<file path="src/shared/opt_pkg.sv">
// Purpose: shared constants and types for the output pulse timers
// Assumes: 40 MHz core clock, microsecond time bases
// Notes:   widths are fixed, no parameterisation
package opt_pkg;

	// ----------------------------------------
	// widths and counts
	// ----------------------------------------
	localparam int                NUM_TIMERS  = 4;
	localparam int                SEL_W       = 2;
	localparam int                CNT_W       = 12;
	localparam int                BASE_W      = 16;
	localparam int                ABS_W       = CNT_W + BASE_W;
	localparam logic [CNT_W-1:0]  CNT_ZERO    = 12'h000;
	localparam logic [CNT_W-1:0]  CNT_ONE     = 12'h001;
	localparam logic [CNT_W-1:0]  CNT_MAX     = 12'hFFF;
	localparam logic [CNT_W-1:0]  DELAY_MIN   = 12'h000;
	localparam logic [CNT_W-1:0]  DUR_MIN     = 12'h001;
	localparam logic [BASE_W-1:0] BASE_ZERO   = 16'h0000;
	localparam logic [BASE_W-1:0] BASE_ONE    = 16'h0001;
	localparam logic [BASE_W-1:0] BASE_RESET  = 16'h0001;
	localparam logic [CNT_W-1:0]  DELAY_RESET = 12'h000;
	localparam logic [CNT_W-1:0]  DUR_RESET   = 12'h001;

	// ----------------------------------------
	// timing: one microsecond tick from the core clock
	// ----------------------------------------
	localparam int               CLK_PERIOD_NS = 25;
	localparam int               TICK_NS       = 1000;
	localparam int               TICK_CYCLES   = (TICK_NS + CLK_PERIOD_NS - 1) / CLK_PERIOD_NS;
	localparam int               TICK_W        = 6;
	localparam logic [TICK_W-1:0] TICK_LAST    = TICK_W'(TICK_CYCLES - 1);
	localparam logic [TICK_W-1:0] TICK_ZERO    = 6'h00;
	localparam logic [TICK_W-1:0] TICK_ONE     = 6'h01;

	// ----------------------------------------
	// channel sequencer
	// ----------------------------------------
	typedef enum logic [1:0] {ST_IDLE, ST_DELAY, ST_HIGH} chan_state_t;

endpackage

</file>
<file path="src/logic/pulse_channel.sv">
// Purpose: one timer channel, delay then high pulse on its line
// Assumes: us_tick is a one-cycle pulse every microsecond, bases never zero
// Notes:   a start while busy is ignored
module pulse_channel
	import opt_pkg::*;
(
	input  wire logic              core_clk,
	input  wire logic              rstn,
	input  wire logic              us_tick,
	input  wire logic              start,
	input  wire logic [CNT_W-1:0]  delay_count,
	input  wire logic [BASE_W-1:0] delay_base,
	input  wire logic [CNT_W-1:0]  dur_count,
	input  wire logic [BASE_W-1:0] dur_base,
	output logic                   pulse_out
);

	chan_state_t       state_q;
	chan_state_t       state_d;
	logic [BASE_W-1:0] us_q;
	logic [CNT_W-1:0]  left_q;
	logic              out_q;

	// ----------------------------------------
	// unit decode
	// ----------------------------------------
	// base is read live, so a base change also alters a running phase
	wire logic [BASE_W-1:0] base_now  = (state_q == ST_DELAY) ? delay_base : dur_base;
	wire logic              base_done = us_tick && (us_q == BASE_W'(base_now - BASE_ONE));
	wire logic              last_unit = base_done && (left_q == CNT_ONE);
	wire logic              zero_dly  = (delay_count == CNT_ZERO);

	// next state
	always_comb
	begin
		state_d = state_q;
		unique case (state_q)
			ST_IDLE:
			begin
				if (start)
				begin
					state_d = zero_dly ? ST_HIGH : ST_DELAY;
				end
			end
			ST_DELAY:
			begin
				if (last_unit)
				begin
					state_d = ST_HIGH;
				end
			end
			ST_HIGH:
			begin
				if (last_unit)
				begin
					state_d = ST_IDLE;
				end
			end
		endcase
	end

	// state and output flop
	always_ff @(posedge core_clk or negedge rstn)
	begin
		if (!rstn)
		begin
			state_q <= ST_IDLE;
			out_q   <= 1'b0;
		end
		else
		begin
			state_q <= state_d;
			out_q   <= (state_d == ST_HIGH);
		end
	end

	// counters: preloaded while idle, so the start edge needs no load path
	always_ff @(posedge core_clk or negedge rstn)
	begin
		if (!rstn)
		begin
			us_q   <= BASE_ZERO;
			left_q <= CNT_ZERO;
		end
		else if (state_q == ST_IDLE)
		begin
			us_q   <= BASE_ZERO;
			left_q <= zero_dly ? dur_count : delay_count;
		end
		else if (base_done)
		begin
			us_q   <= BASE_ZERO;
			left_q <= last_unit ? dur_count : CNT_W'(left_q - CNT_ONE);
		end
		else if (us_tick)
		begin
			us_q <= BASE_W'(us_q + BASE_ONE);
		end
	end

	assign pulse_out = out_q;
endmodule

</file>
<file path="src/logic/output_pulse_timers.sv">
// Purpose: four exposure-started pulse timers with raw and absolute settings
// Assumes: all control inputs synchronous to core_clk, one write per cycle
// Notes:   count, absolute and line readbacks lag the register state by one cycle; base readbacks do not
//
// Function
// - delay tick period resets to 1 us, settable in 1 us steps, minimum 1.
// - one delay tick period serves all four timers.
// - absolute delay is written in microseconds for the selected timer.
// - absolute delay write stores the matching delay count for that timer.
// - unachievable absolute delay becomes the nearest achievable multiple.
// - direct delay count change updates the absolute delay readback.
// - high time equals duration count times duration tick period.
// - duration count accepts only 1 through 4095.
// - duration tick period resets to 1 us, settable in 1 us steps.
// - one duration tick period serves all four timers.
// - absolute duration is written in microseconds for the selected timer.
// - absolute duration write sets the matching duration count.
// - absolute duration reads as count times duration tick period.
// - direct duration count change shows at once in absolute duration.
// - line status reads high or low level of the chosen output line.
// - on start, count delay, drive high for duration, then low.
// - delay time equals delay count times delay tick period.
// - delay count accepts 0 through 4095.
// - timer n drives line n; exposure start triggers it.
module output_pulse_timers
	import opt_pkg::*;
(
	input  wire logic              core_clk,
	input  wire logic              rstn,
	input  wire logic              exposure_start,
	input  wire logic [SEL_W-1:0]  timer_sel,
	input  wire logic              delay_base_wr,
	input  wire logic [BASE_W-1:0] delay_base_data,
	input  wire logic              dur_base_wr,
	input  wire logic [BASE_W-1:0] dur_base_data,
	input  wire logic              delay_count_wr,
	input  wire logic [CNT_W-1:0]  delay_count_data,
	input  wire logic              delay_abs_wr,
	input  wire logic [ABS_W-1:0]  delay_abs_data,
	input  wire logic              dur_count_wr,
	input  wire logic [CNT_W-1:0]  dur_count_data,
	input  wire logic              dur_abs_wr,
	input  wire logic [ABS_W-1:0]  dur_abs_data,
	input  wire logic [SEL_W-1:0]  line_sel,
	output logic [BASE_W-1:0]      delay_base_rd,
	output logic [BASE_W-1:0]      dur_base_rd,
	output logic [CNT_W-1:0]       delay_count_rd,
	output logic [ABS_W-1:0]       delay_abs_rd,
	output logic [CNT_W-1:0]       dur_count_rd,
	output logic [ABS_W-1:0]       dur_abs_rd,
	output logic                   line_status,
	output logic [NUM_TIMERS-1:0]  timer_out
);

	// ----------------------------------------
	// arithmetic helpers
	// ----------------------------------------
	// count times base, always fits the absolute width
	function automatic logic [ABS_W-1:0] span(input logic [CNT_W-1:0] cnt,
	                                          input logic [BASE_W-1:0] base);
		span = ABS_W'({{BASE_W{1'b0}}, cnt} * {{CNT_W{1'b0}}, base});
	endfunction

	// nearest count for a time, clamped to the legal count range
	function automatic logic [CNT_W-1:0] abs_to_count(input logic [ABS_W-1:0] abs_us,
	                                                  input logic [BASE_W-1:0] base,
	                                                  input logic [CNT_W-1:0] floor_cnt);
		logic [ABS_W:0] num;
		logic [ABS_W:0] quo;
		num = {1'b0, abs_us} + {{(ABS_W-BASE_W+1){1'b0}}, (base >> 1)};
		quo = num / {{(ABS_W-BASE_W+1){1'b0}}, base};
		if (quo > {{(ABS_W-CNT_W+1){1'b0}}, CNT_MAX})
			abs_to_count = CNT_MAX;
		else if (quo[CNT_W-1:0] < floor_cnt)
			abs_to_count = floor_cnt;
		else
			abs_to_count = quo[CNT_W-1:0];
	endfunction

	// ----------------------------------------
	// state
	// ----------------------------------------
	logic [TICK_W-1:0] tick_q;
	logic [BASE_W-1:0] delay_base_q;
	logic [BASE_W-1:0] dur_base_q;
	logic [CNT_W-1:0]  delay_cnt_q [NUM_TIMERS];
	logic [CNT_W-1:0]  dur_cnt_q   [NUM_TIMERS];
	logic [CNT_W-1:0]  delay_count_q;
	logic [CNT_W-1:0]  dur_count_q;
	logic [ABS_W-1:0]  delay_abs_q;
	logic [ABS_W-1:0]  dur_abs_q;
	logic              line_q;

	// ----------------------------------------
	// decode
	// ----------------------------------------
	wire logic              us_tick     = (tick_q == TICK_LAST);
	// a zero base would stretch every unit to 65536 us, so it is lifted to the minimum
	wire logic [BASE_W-1:0] dly_base_in = (delay_base_data == BASE_ZERO) ? BASE_ONE : delay_base_data;
	wire logic [BASE_W-1:0] dur_base_in = (dur_base_data == BASE_ZERO) ? BASE_ONE : dur_base_data;
	wire logic [CNT_W-1:0]  dly_abs_cnt = abs_to_count(delay_abs_data, delay_base_q, DELAY_MIN);
	wire logic [CNT_W-1:0]  dur_abs_cnt = abs_to_count(dur_abs_data, dur_base_q, DUR_MIN);
	wire logic              dur_raw_ok  = (dur_count_data >= DUR_MIN);

	// microsecond tick prescaler
	always_ff @(posedge core_clk or negedge rstn)
	begin
		if (!rstn)
			tick_q <= TICK_ZERO;
		else
			tick_q <= us_tick ? TICK_ZERO : TICK_W'(tick_q + TICK_ONE);
	end

	// shared time bases
	always_ff @(posedge core_clk or negedge rstn)
	begin
		if (!rstn)
		begin
			delay_base_q <= BASE_RESET;
			dur_base_q   <= BASE_RESET;
		end
		else
		begin
			if (delay_base_wr)
				delay_base_q <= dly_base_in;
			if (dur_base_wr)
				dur_base_q <= dur_base_in;
		end
	end

	// per-timer counts; a raw write wins over an absolute write in one cycle
	always_ff @(posedge core_clk or negedge rstn)
	begin
		if (!rstn)
		begin
			for (int i = 0; i < NUM_TIMERS; i++)
			begin
				delay_cnt_q[i] <= DELAY_RESET;
				dur_cnt_q[i]   <= DUR_RESET;
			end
		end
		else
		begin
			for (int i = 0; i < NUM_TIMERS; i++)
			begin
				if (timer_sel == SEL_W'(i))
				begin
					if (delay_count_wr)
						delay_cnt_q[i] <= delay_count_data;
					else if (delay_abs_wr)
						delay_cnt_q[i] <= dly_abs_cnt;
					if (dur_count_wr && dur_raw_ok)
						dur_cnt_q[i] <= dur_count_data;
					else if (dur_abs_wr && !dur_count_wr)
						dur_cnt_q[i] <= dur_abs_cnt;
				end
			end
		end
	end

	// readbacks: absolute values are always recomputed from the counts
	always_ff @(posedge core_clk or negedge rstn)
	begin
		if (!rstn)
		begin
			delay_count_q <= DELAY_RESET;
			dur_count_q   <= DUR_RESET;
			delay_abs_q   <= {ABS_W{1'b0}};
			dur_abs_q     <= {{(ABS_W-CNT_W){1'b0}}, DUR_RESET};
			line_q        <= 1'b0;
		end
		else
		begin
			delay_count_q <= delay_cnt_q[timer_sel];
			dur_count_q   <= dur_cnt_q[timer_sel];
			delay_abs_q   <= span(delay_cnt_q[timer_sel], delay_base_q);
			dur_abs_q     <= span(dur_cnt_q[timer_sel], dur_base_q);
			line_q        <= timer_out[line_sel];
		end
	end

	// ----------------------------------------
	// channels, timer n fixed to line n
	// ----------------------------------------
	for (genvar g = 0; g < NUM_TIMERS; g++)
	begin : g_chan
		pulse_channel u_chan (
			.core_clk    (core_clk),
			.rstn        (rstn),
			.us_tick     (us_tick),
			.start       (exposure_start),
			.delay_count (delay_cnt_q[g]),
			.delay_base  (delay_base_q),
			.dur_count   (dur_cnt_q[g]),
			.dur_base    (dur_base_q),
			.pulse_out   (timer_out[g])
		);
	end

	assign delay_base_rd  = delay_base_q;
	assign dur_base_rd    = dur_base_q;
	assign delay_count_rd = delay_count_q;
	assign dur_count_rd   = dur_count_q;
	assign delay_abs_rd   = delay_abs_q;
	assign dur_abs_rd     = dur_abs_q;
	assign line_status    = line_q;
endmodule

</file>
<file path="config.mk">
export PLATFORM = sky130hd
export DESIGN_NAME = output_pulse_timers
export DESIGN_NICKNAME = d
export VERILOG_FILES = /design/src/shared/opt_pkg.sv /design/src/logic/pulse_channel.sv /design/src/logic/output_pulse_timers.sv
export SDC_FILE = /design/constraint.sdc
export NUM_CORES = 2
export LEC_CHECK = 0
export ABC_CLOCK_PERIOD_IN_PS = 100700
export BUFFER_PORTS_ARGS = -buffer_cell sky130_fd_sc_hd__buf_2
export CAP_MARGIN = 30
export CORE_MARGIN = 5
export CORE_UTILIZATION = 46
export CTS_CLUSTER_SIZE = 28
export DETAILED_ROUTE_END_ITERATION = 8
export PLACE_DENSITY = 0.59
export SLEW_MARGIN = 30
export SYNTH_ARGS = -nofsm -noshare
export SYNTH_HDL_FRONTEND = slang
export SYNTH_SLANG_ARGS = --single-unit
</file>
<file path="constraint.sdc">
create_clock -name core_clk -period 100.7 [get_ports core_clk]
set_clock_uncertainty 0.2 [all_clocks]
set_input_delay 30.21 -clock core_clk [delete_from_list [all_inputs] [get_ports core_clk]]
set_output_delay 30.21 -clock core_clk [all_outputs]
set_load 0.005 [all_outputs]
</file>
Yosys cells after proc, flatten, opt, wreduce, memory -nomap -nowiden

Index checks and enable logic that the tools add are counted.

Add/subtract/negate cells: 15
$mul: 2
Div/mod/pow operators: 2
Magnitude comparators: 7
Equal/unequal tests: 24
Multiplexer cells: 71
Bitwise gates (word level): 1
Reduce and logical (&&, ||, !) cells: 40

Operators by type and width:

| cell                    | number |
|---|---|
| $mux W12                | 28 |
| $mux W16                | 18 |
| $add A16 B1 Y16 const B | 4 |
| $eq A16 B16 Y1          | 4 |
| $sub A16 B1 Y16 const B | 4 |
| $add A28 B15 Y29        | 2 |
| $div A29 B16 Y29        | 2 |
| $gt A29 B12 Y1 const B  | 2 |
| $mul A12 B16 Y28        | 2 |
| $bmux W12 S2            | 2 |
| $eq A12 B1 Y1 const B   | 4 |
| $logic_not A12 Y1       | 4 |
| $sub A12 B1 Y12 const B | 4 |
| $logic_not A16 Y1       | 2 |
| $mux W2                 | 16 |
| $lt A12 B1 Y1 const B   | 2 |
| $pmux W2 S3             | 4 |
| $eq A2 B2 Y1 const B    | 10 |
| $reduce_and A2 Y1       | 8 |
| $ge A12 B1 Y1 const B   | 1 |
| $reduce_bool A2 Y1      | 6 |
| $reduce_bool A3 Y1      | 4 |
| $eq A2 B1 Y1 const B    | 5 |
| $logic_and A1 B1 Y1     | 10 |
| other kinds (10)        | 14 |

Register bits: 339
Bits of input ports: 125
Output and inout port bits: 117
Word-level logic and storage cells: 194

Depth between registers and ports, before layout

Word-level depth: 9
Mapped depth: 435
Depth with buffers taken out: 395

By module

From an unflattened synthesis, not the netlist that was laid out.

Cells, all modules: 9165
Area total of the unflattened synthesis: 70988.1 um^2

Modules (own cells, without submodules):

| module              | instances | cells an instance | area each (um^2) | seq. area each (um^2) |
|---|---|---|---|---|
| output_pulse_timers | 1         | 7725              | 59592.2          | 5390.2 |
| pulse_channel       | 4         | 360               | 2849.0           | 775.7 |

Worst setup path after synthesis

No wires, ideal clock.

Path type: input-to-reg
From: input dur_abs_data[10]
To: register dur_cnt_q[0] (netlist bit)
Library setup time: 0.096 ns
Arrival: 110.134 ns
Required time: 100.404 ns
Slack: -9.730 ns
Stages on the path: 410
Buffers on the path: 44
Cell sequence: ha_1 > clkbuf_1 > nand2_1 > o21ai_0 > a21oi_1 > o2bb2ai_1 > nor3b_1 > ha_1 > nand2b_1 > o22a_1 > ha_1 > o21ai_0 > nor2b_1 > or3_1 > a31o_2 > inv_1 > ha_1 > o21a_1 > [374 not listed] > o21a_1 > o21ai_0 > nand2b_1 > a21oi_1 > o21ai_0 > a21oi_1 > nor2b_1 > o21ai_0 > nand2b_1 > a21oi_1 > nor2b_1 > o21ai_0 > nand2b_1 > a2111oi_0 > o2111a_1 > nand4_1 > a2111oi_2 > o31ai_1

Longest elaborated chain between the ends: 7
Elaborated cells on any way between the ends: 8
Those cells by class: 1 x add/sub; 1 x div; 2 x order compare; 4 x mux

RTL lines:

| element                                                                | line                       | source |
|---|---|---|
| start, declared                                                        | output_pulse_timers.sv:43  | `input wire logic [ABS_W-1:0] dur_abs_data,` |
| $add A28 B15 Y29 *                                                     | output_pulse_timers.sv:70  | `num = {1'b0, abs_us} + {{(ABS_W-BASE_W+1){1'b0}}, (base >> 1)};` |
| $div A29 B16 Y29 *                                                     | output_pulse_timers.sv:71  | `quo = num / {{(ABS_W-BASE_W+1){1'b0}}, base};` |
| parallel branches: the longest is 2 deep, another holds $gt A29 B12 Y1 | -                          |  |
| $mux W12 *                                                             | output_pulse_timers.sv:72  | `if (quo > {{(ABS_W-CNT_W+1){1'b0}}, CNT_MAX})` |
| $mux W12 *                                                             | output_pulse_timers.sv:154 | `else if (dur_abs_wr && !dur_count_wr)` |
| $mux W12 *                                                             | output_pulse_timers.sv:152 | `if (dur_count_wr && dur_raw_ok)` |
| end signal, assigned by index                                          | output_pulse_timers.sv:153 | `dur_cnt_q[i] <= dur_count_data;` |
| end signal, assigned by index                                          | output_pulse_timers.sv:155 | `dur_cnt_q[i] <= dur_abs_cnt;` |
| end, declared                                                          | output_pulse_timers.sv:87  | `logic [CNT_W-1:0] dur_cnt_q [NUM_TIMERS];` |

Every way passes the cells marked *. The select of a mux whose other input is x is not followed.
A chain may end at the register's enable or synchronous reset.

Worst setup path after layout

From: input dur_abs_data[7]
To: register dur_cnt_q[0] (netlist bit)

Same word-level chain as after synthesis.

==> metrics.cfg <==
[cells_and_area]
nets=12100
drive_gt1_frac=0.291
mostFrequentLayoutCell=buf_4
area_delta_synth_final_pct=32.5
final_area_um2=92800
final_cell_mix=1688 x buf_4, 1045 x nand2_1, 767 x ha_1, 672 x nor2_1, 492 x inv_1

[grt]
grt-ovfl-total=0
grt_max_degree=145
grt_pass1_vias=73200
antenna_found_initial=25
grt_usage=0.319
grt_pass1_wl_um=414000

[clock_network]
tritoncts=yes
clock_latency_ns=0.64
htree_num_levels=2
cts_hold_buf=0
cts-root-buf=clkbuf_16
clock_path_buffers=3
clock_sinks=339
cts_buffers=42
clk_pin_slew_worst_paths_ns=0.06

[yosys]
synth_seq_area_share=0.121
synthFlopType=dfrtp_1
synth_enable_flop_cells=0
synth_top_area_frac=0.158
syn-num-nets=10400
synthCells=9137
synth_area_um2=70100
synth-seq-cells=339
yosysWarningCount=0
synth_area_leaders=ha_1 16%, dfrtp_1 12%, fa_1 8.1%
synthDistinctLibCells=120
synth-async-reset-ratio=1.00
syn_area_per_cell_um2=7.67
yosysTopAreaCell=ha_1

[drt]
drc_errors=0
drt_wl_total_um=275000
num_vias=76900
drtIter0Drc=6192
ant_nets=0
wl_per_cell_um=21.3
dr.pass1.iters=6
viasPerCell=5.96

[sta]
tightest_slew_ns=1.16
period_share=0.986
fmax_mhz=10.1
setup_tns_ns=0
final_max_slew_viol_count=0
setup_viol=0
slew_headroom=0.224
rsz0062_at_grt=true
holdWs_ns=0.273
setup_ws_ns=1.39
min_period_ns=99.31
final_hold_viol_count=0

[die]
num_rows=143
design.core.area_um2=152000
die_area_um2=160000
io_pins=242
die-height_um=400
die_w_um=400
start_util=0.462

[placed_design]
port_buffers=241
postPlaceCellArea_um2=84700
dp_slack_ns=-2.51
dp_hpwl_um=211000
gp_congestion=0.974

[worst_setup_path]
cpLargestDelayFamily=compound AO/OA/AOI/OAI gates
rr_endpoint=dur_cnt_q[0]$_DFFE_PN1P_
crit_path_start_kind=input port
end_kind=flop
slowest_stage=or4_4
crit_top_cell=o21a_1
crit_buf_inv=17
crit_type=in2reg
crit_path_max_fanout=8
critical_path.max_stage_delay_ns=0.59
reg2reg_depth=368
critical_path_required_ns=100.97
reg2reg_slack_ns=29.92
r2r-start=dur_base_rd[12]$_DFFE_PN0P_
cp_data_arrival_time_ns=99.58

[hold_path]
whs_path_depth=1
worstHoldEndpoint=tick_q[0]$_DFF_PN0_
min_from=tick_q[0]$_DFF_PN0_
hp-class=reg2reg

[outcome]
status=finished clean

[run]
drv_cap=0

-- metrics by stage --
stage	cells	utilization
6_report	12900	0.612
3_5_place_dp	12500	0.558
3_3_place_gp	12500	0.558
5_1_grt	12900	0.612
4_1_cts	12600	0.572
2_1_floorplan	9137	-
-- worst max path at each step --
stage                                  from                           to  slack [ns]  depth (start not counted)
final                       dur_abs_data[7]     dur_cnt_q[0]$_DFFE_PN1P_        1.39                        375
after floorplan             dur_abs_data[0]     dur_cnt_q[0]$_DFFE_PN1P_       -0.89                        419
after CTS                 delay_abs_data[0]  delay_cnt_q[24]$_DFFE_PN0P_        0.02                        386
after global placement    delay_abs_data[0]  delay_cnt_q[24]$_DFFE_PN0P_       -2.10                        377
after detailed placement  delay_abs_data[0]  delay_cnt_q[24]$_DFFE_PN0P_       -2.51                        376
after global routing      delay_abs_data[0]  delay_cnt_q[36]$_DFFE_PN0P_       -1.77                        394
-- cell usage after synthesis, types with 28 or more instances --
cell      count
nor2b_1      85
a211o_1      28
nor4_1       85
clkbuf_1    269
or3_1        63
mux2i_1     132
and3_1       67
and2_1      194
fa_1        282
a211oi_1     45
buf_1        46
a21oi_1     604
o21ai_0     514
dfrtp_1     331
a31oi_1      75
or2_2       101
o22ai_1      42
nand2b_1     88
o211ai_1     80
xnor2_1     353
nor2_1      739
inv_1       510
xor2_1      226
a21o_1      194
ha_1        883
mux2_2      158
and4_1       28
o21bai_1     55
nor3_1      424
o21a_1      334
nand2_1    1084
nand3_1     161
o31ai_1     179
nand4_1     103
-- area by class of cell --
class / instances / area, um2
antenna: 10 / 25.0
clock buffer: 55 / 1210
clock inverter: 22 / 263
fill: 13700 / 58900
inverter: 510 / 1910
multi-input combinational: 7950 / 63600
sequential: 339 / 8490
tap: 2030 / 2540
timing repair buffer: 1993 / 14800
-- logic make-up (layout without fill, tap and decap cells) --
logic type,Yosys count,count (layout),share of synthesized area
AO/OA/AOI/OAI,2510,2513,0.237
XOR/XNOR,580,580,0.0726
adder cells (fa/ha/maj),1168,1168,0.239
buffers and inverters,852,2580,0.0466
flip-flops,339,339,0.121
multiplexers,316,316,0.0525
other,0,10,0
AND/OR/NAND/NOR,3372,3373,0.232
-- metal layers --
layer	track usage	vias up	wire length (um)
met3	0.0520	452	20800
met2	0.527	2526	126000
met5	0	-	80
li1	-	36500	-
met4	0.0737	12	7910
met1	0.436	37400	121000
-- sequential cells by signal, summed over array words and instances, names as in the netlist, 8 cells and up --
register / cells
delay_abs_rd: 28
delay_base_rd: 16
delay_cnt_q: 48
delay_count_rd: 12
dur_abs_rd: 28
dur_base_rd: 16
dur_cnt_q: 48
dur_count_rd: 12
g_chan.u_chan.left_q: 48
g_chan.u_chan.state_q: 8
g_chan.u_chan.us_q: 64
-- worst register-to-register path: cells and delay by family, from the launching register on --
family,cells,cell delay (ns)
xor+xnor,1,0.17
buf+inv,16,2.21
compound gates,230,42.19
simple gates,87,15.70
fa+ha+maj,28,7.55
mux,6,2.09
flops,1,0.58
-- repair_timing --
| item | in CTS | in global routing |
|---|---|---|
| pin swaps | 34 | 529 |
| buffers inserted | 24 | 298 |
| setup endpoints to repair | 8 | 16 |
| hold endpoints to repair | 0 | 0 |
| gates resized for setup | 112 | 717 |
| gates cloned | 1 | 10 |
Power is left out: the tool's default activity adds up to more than one toggle a clock period on the data nets, which glitch-free logic cannot reach.
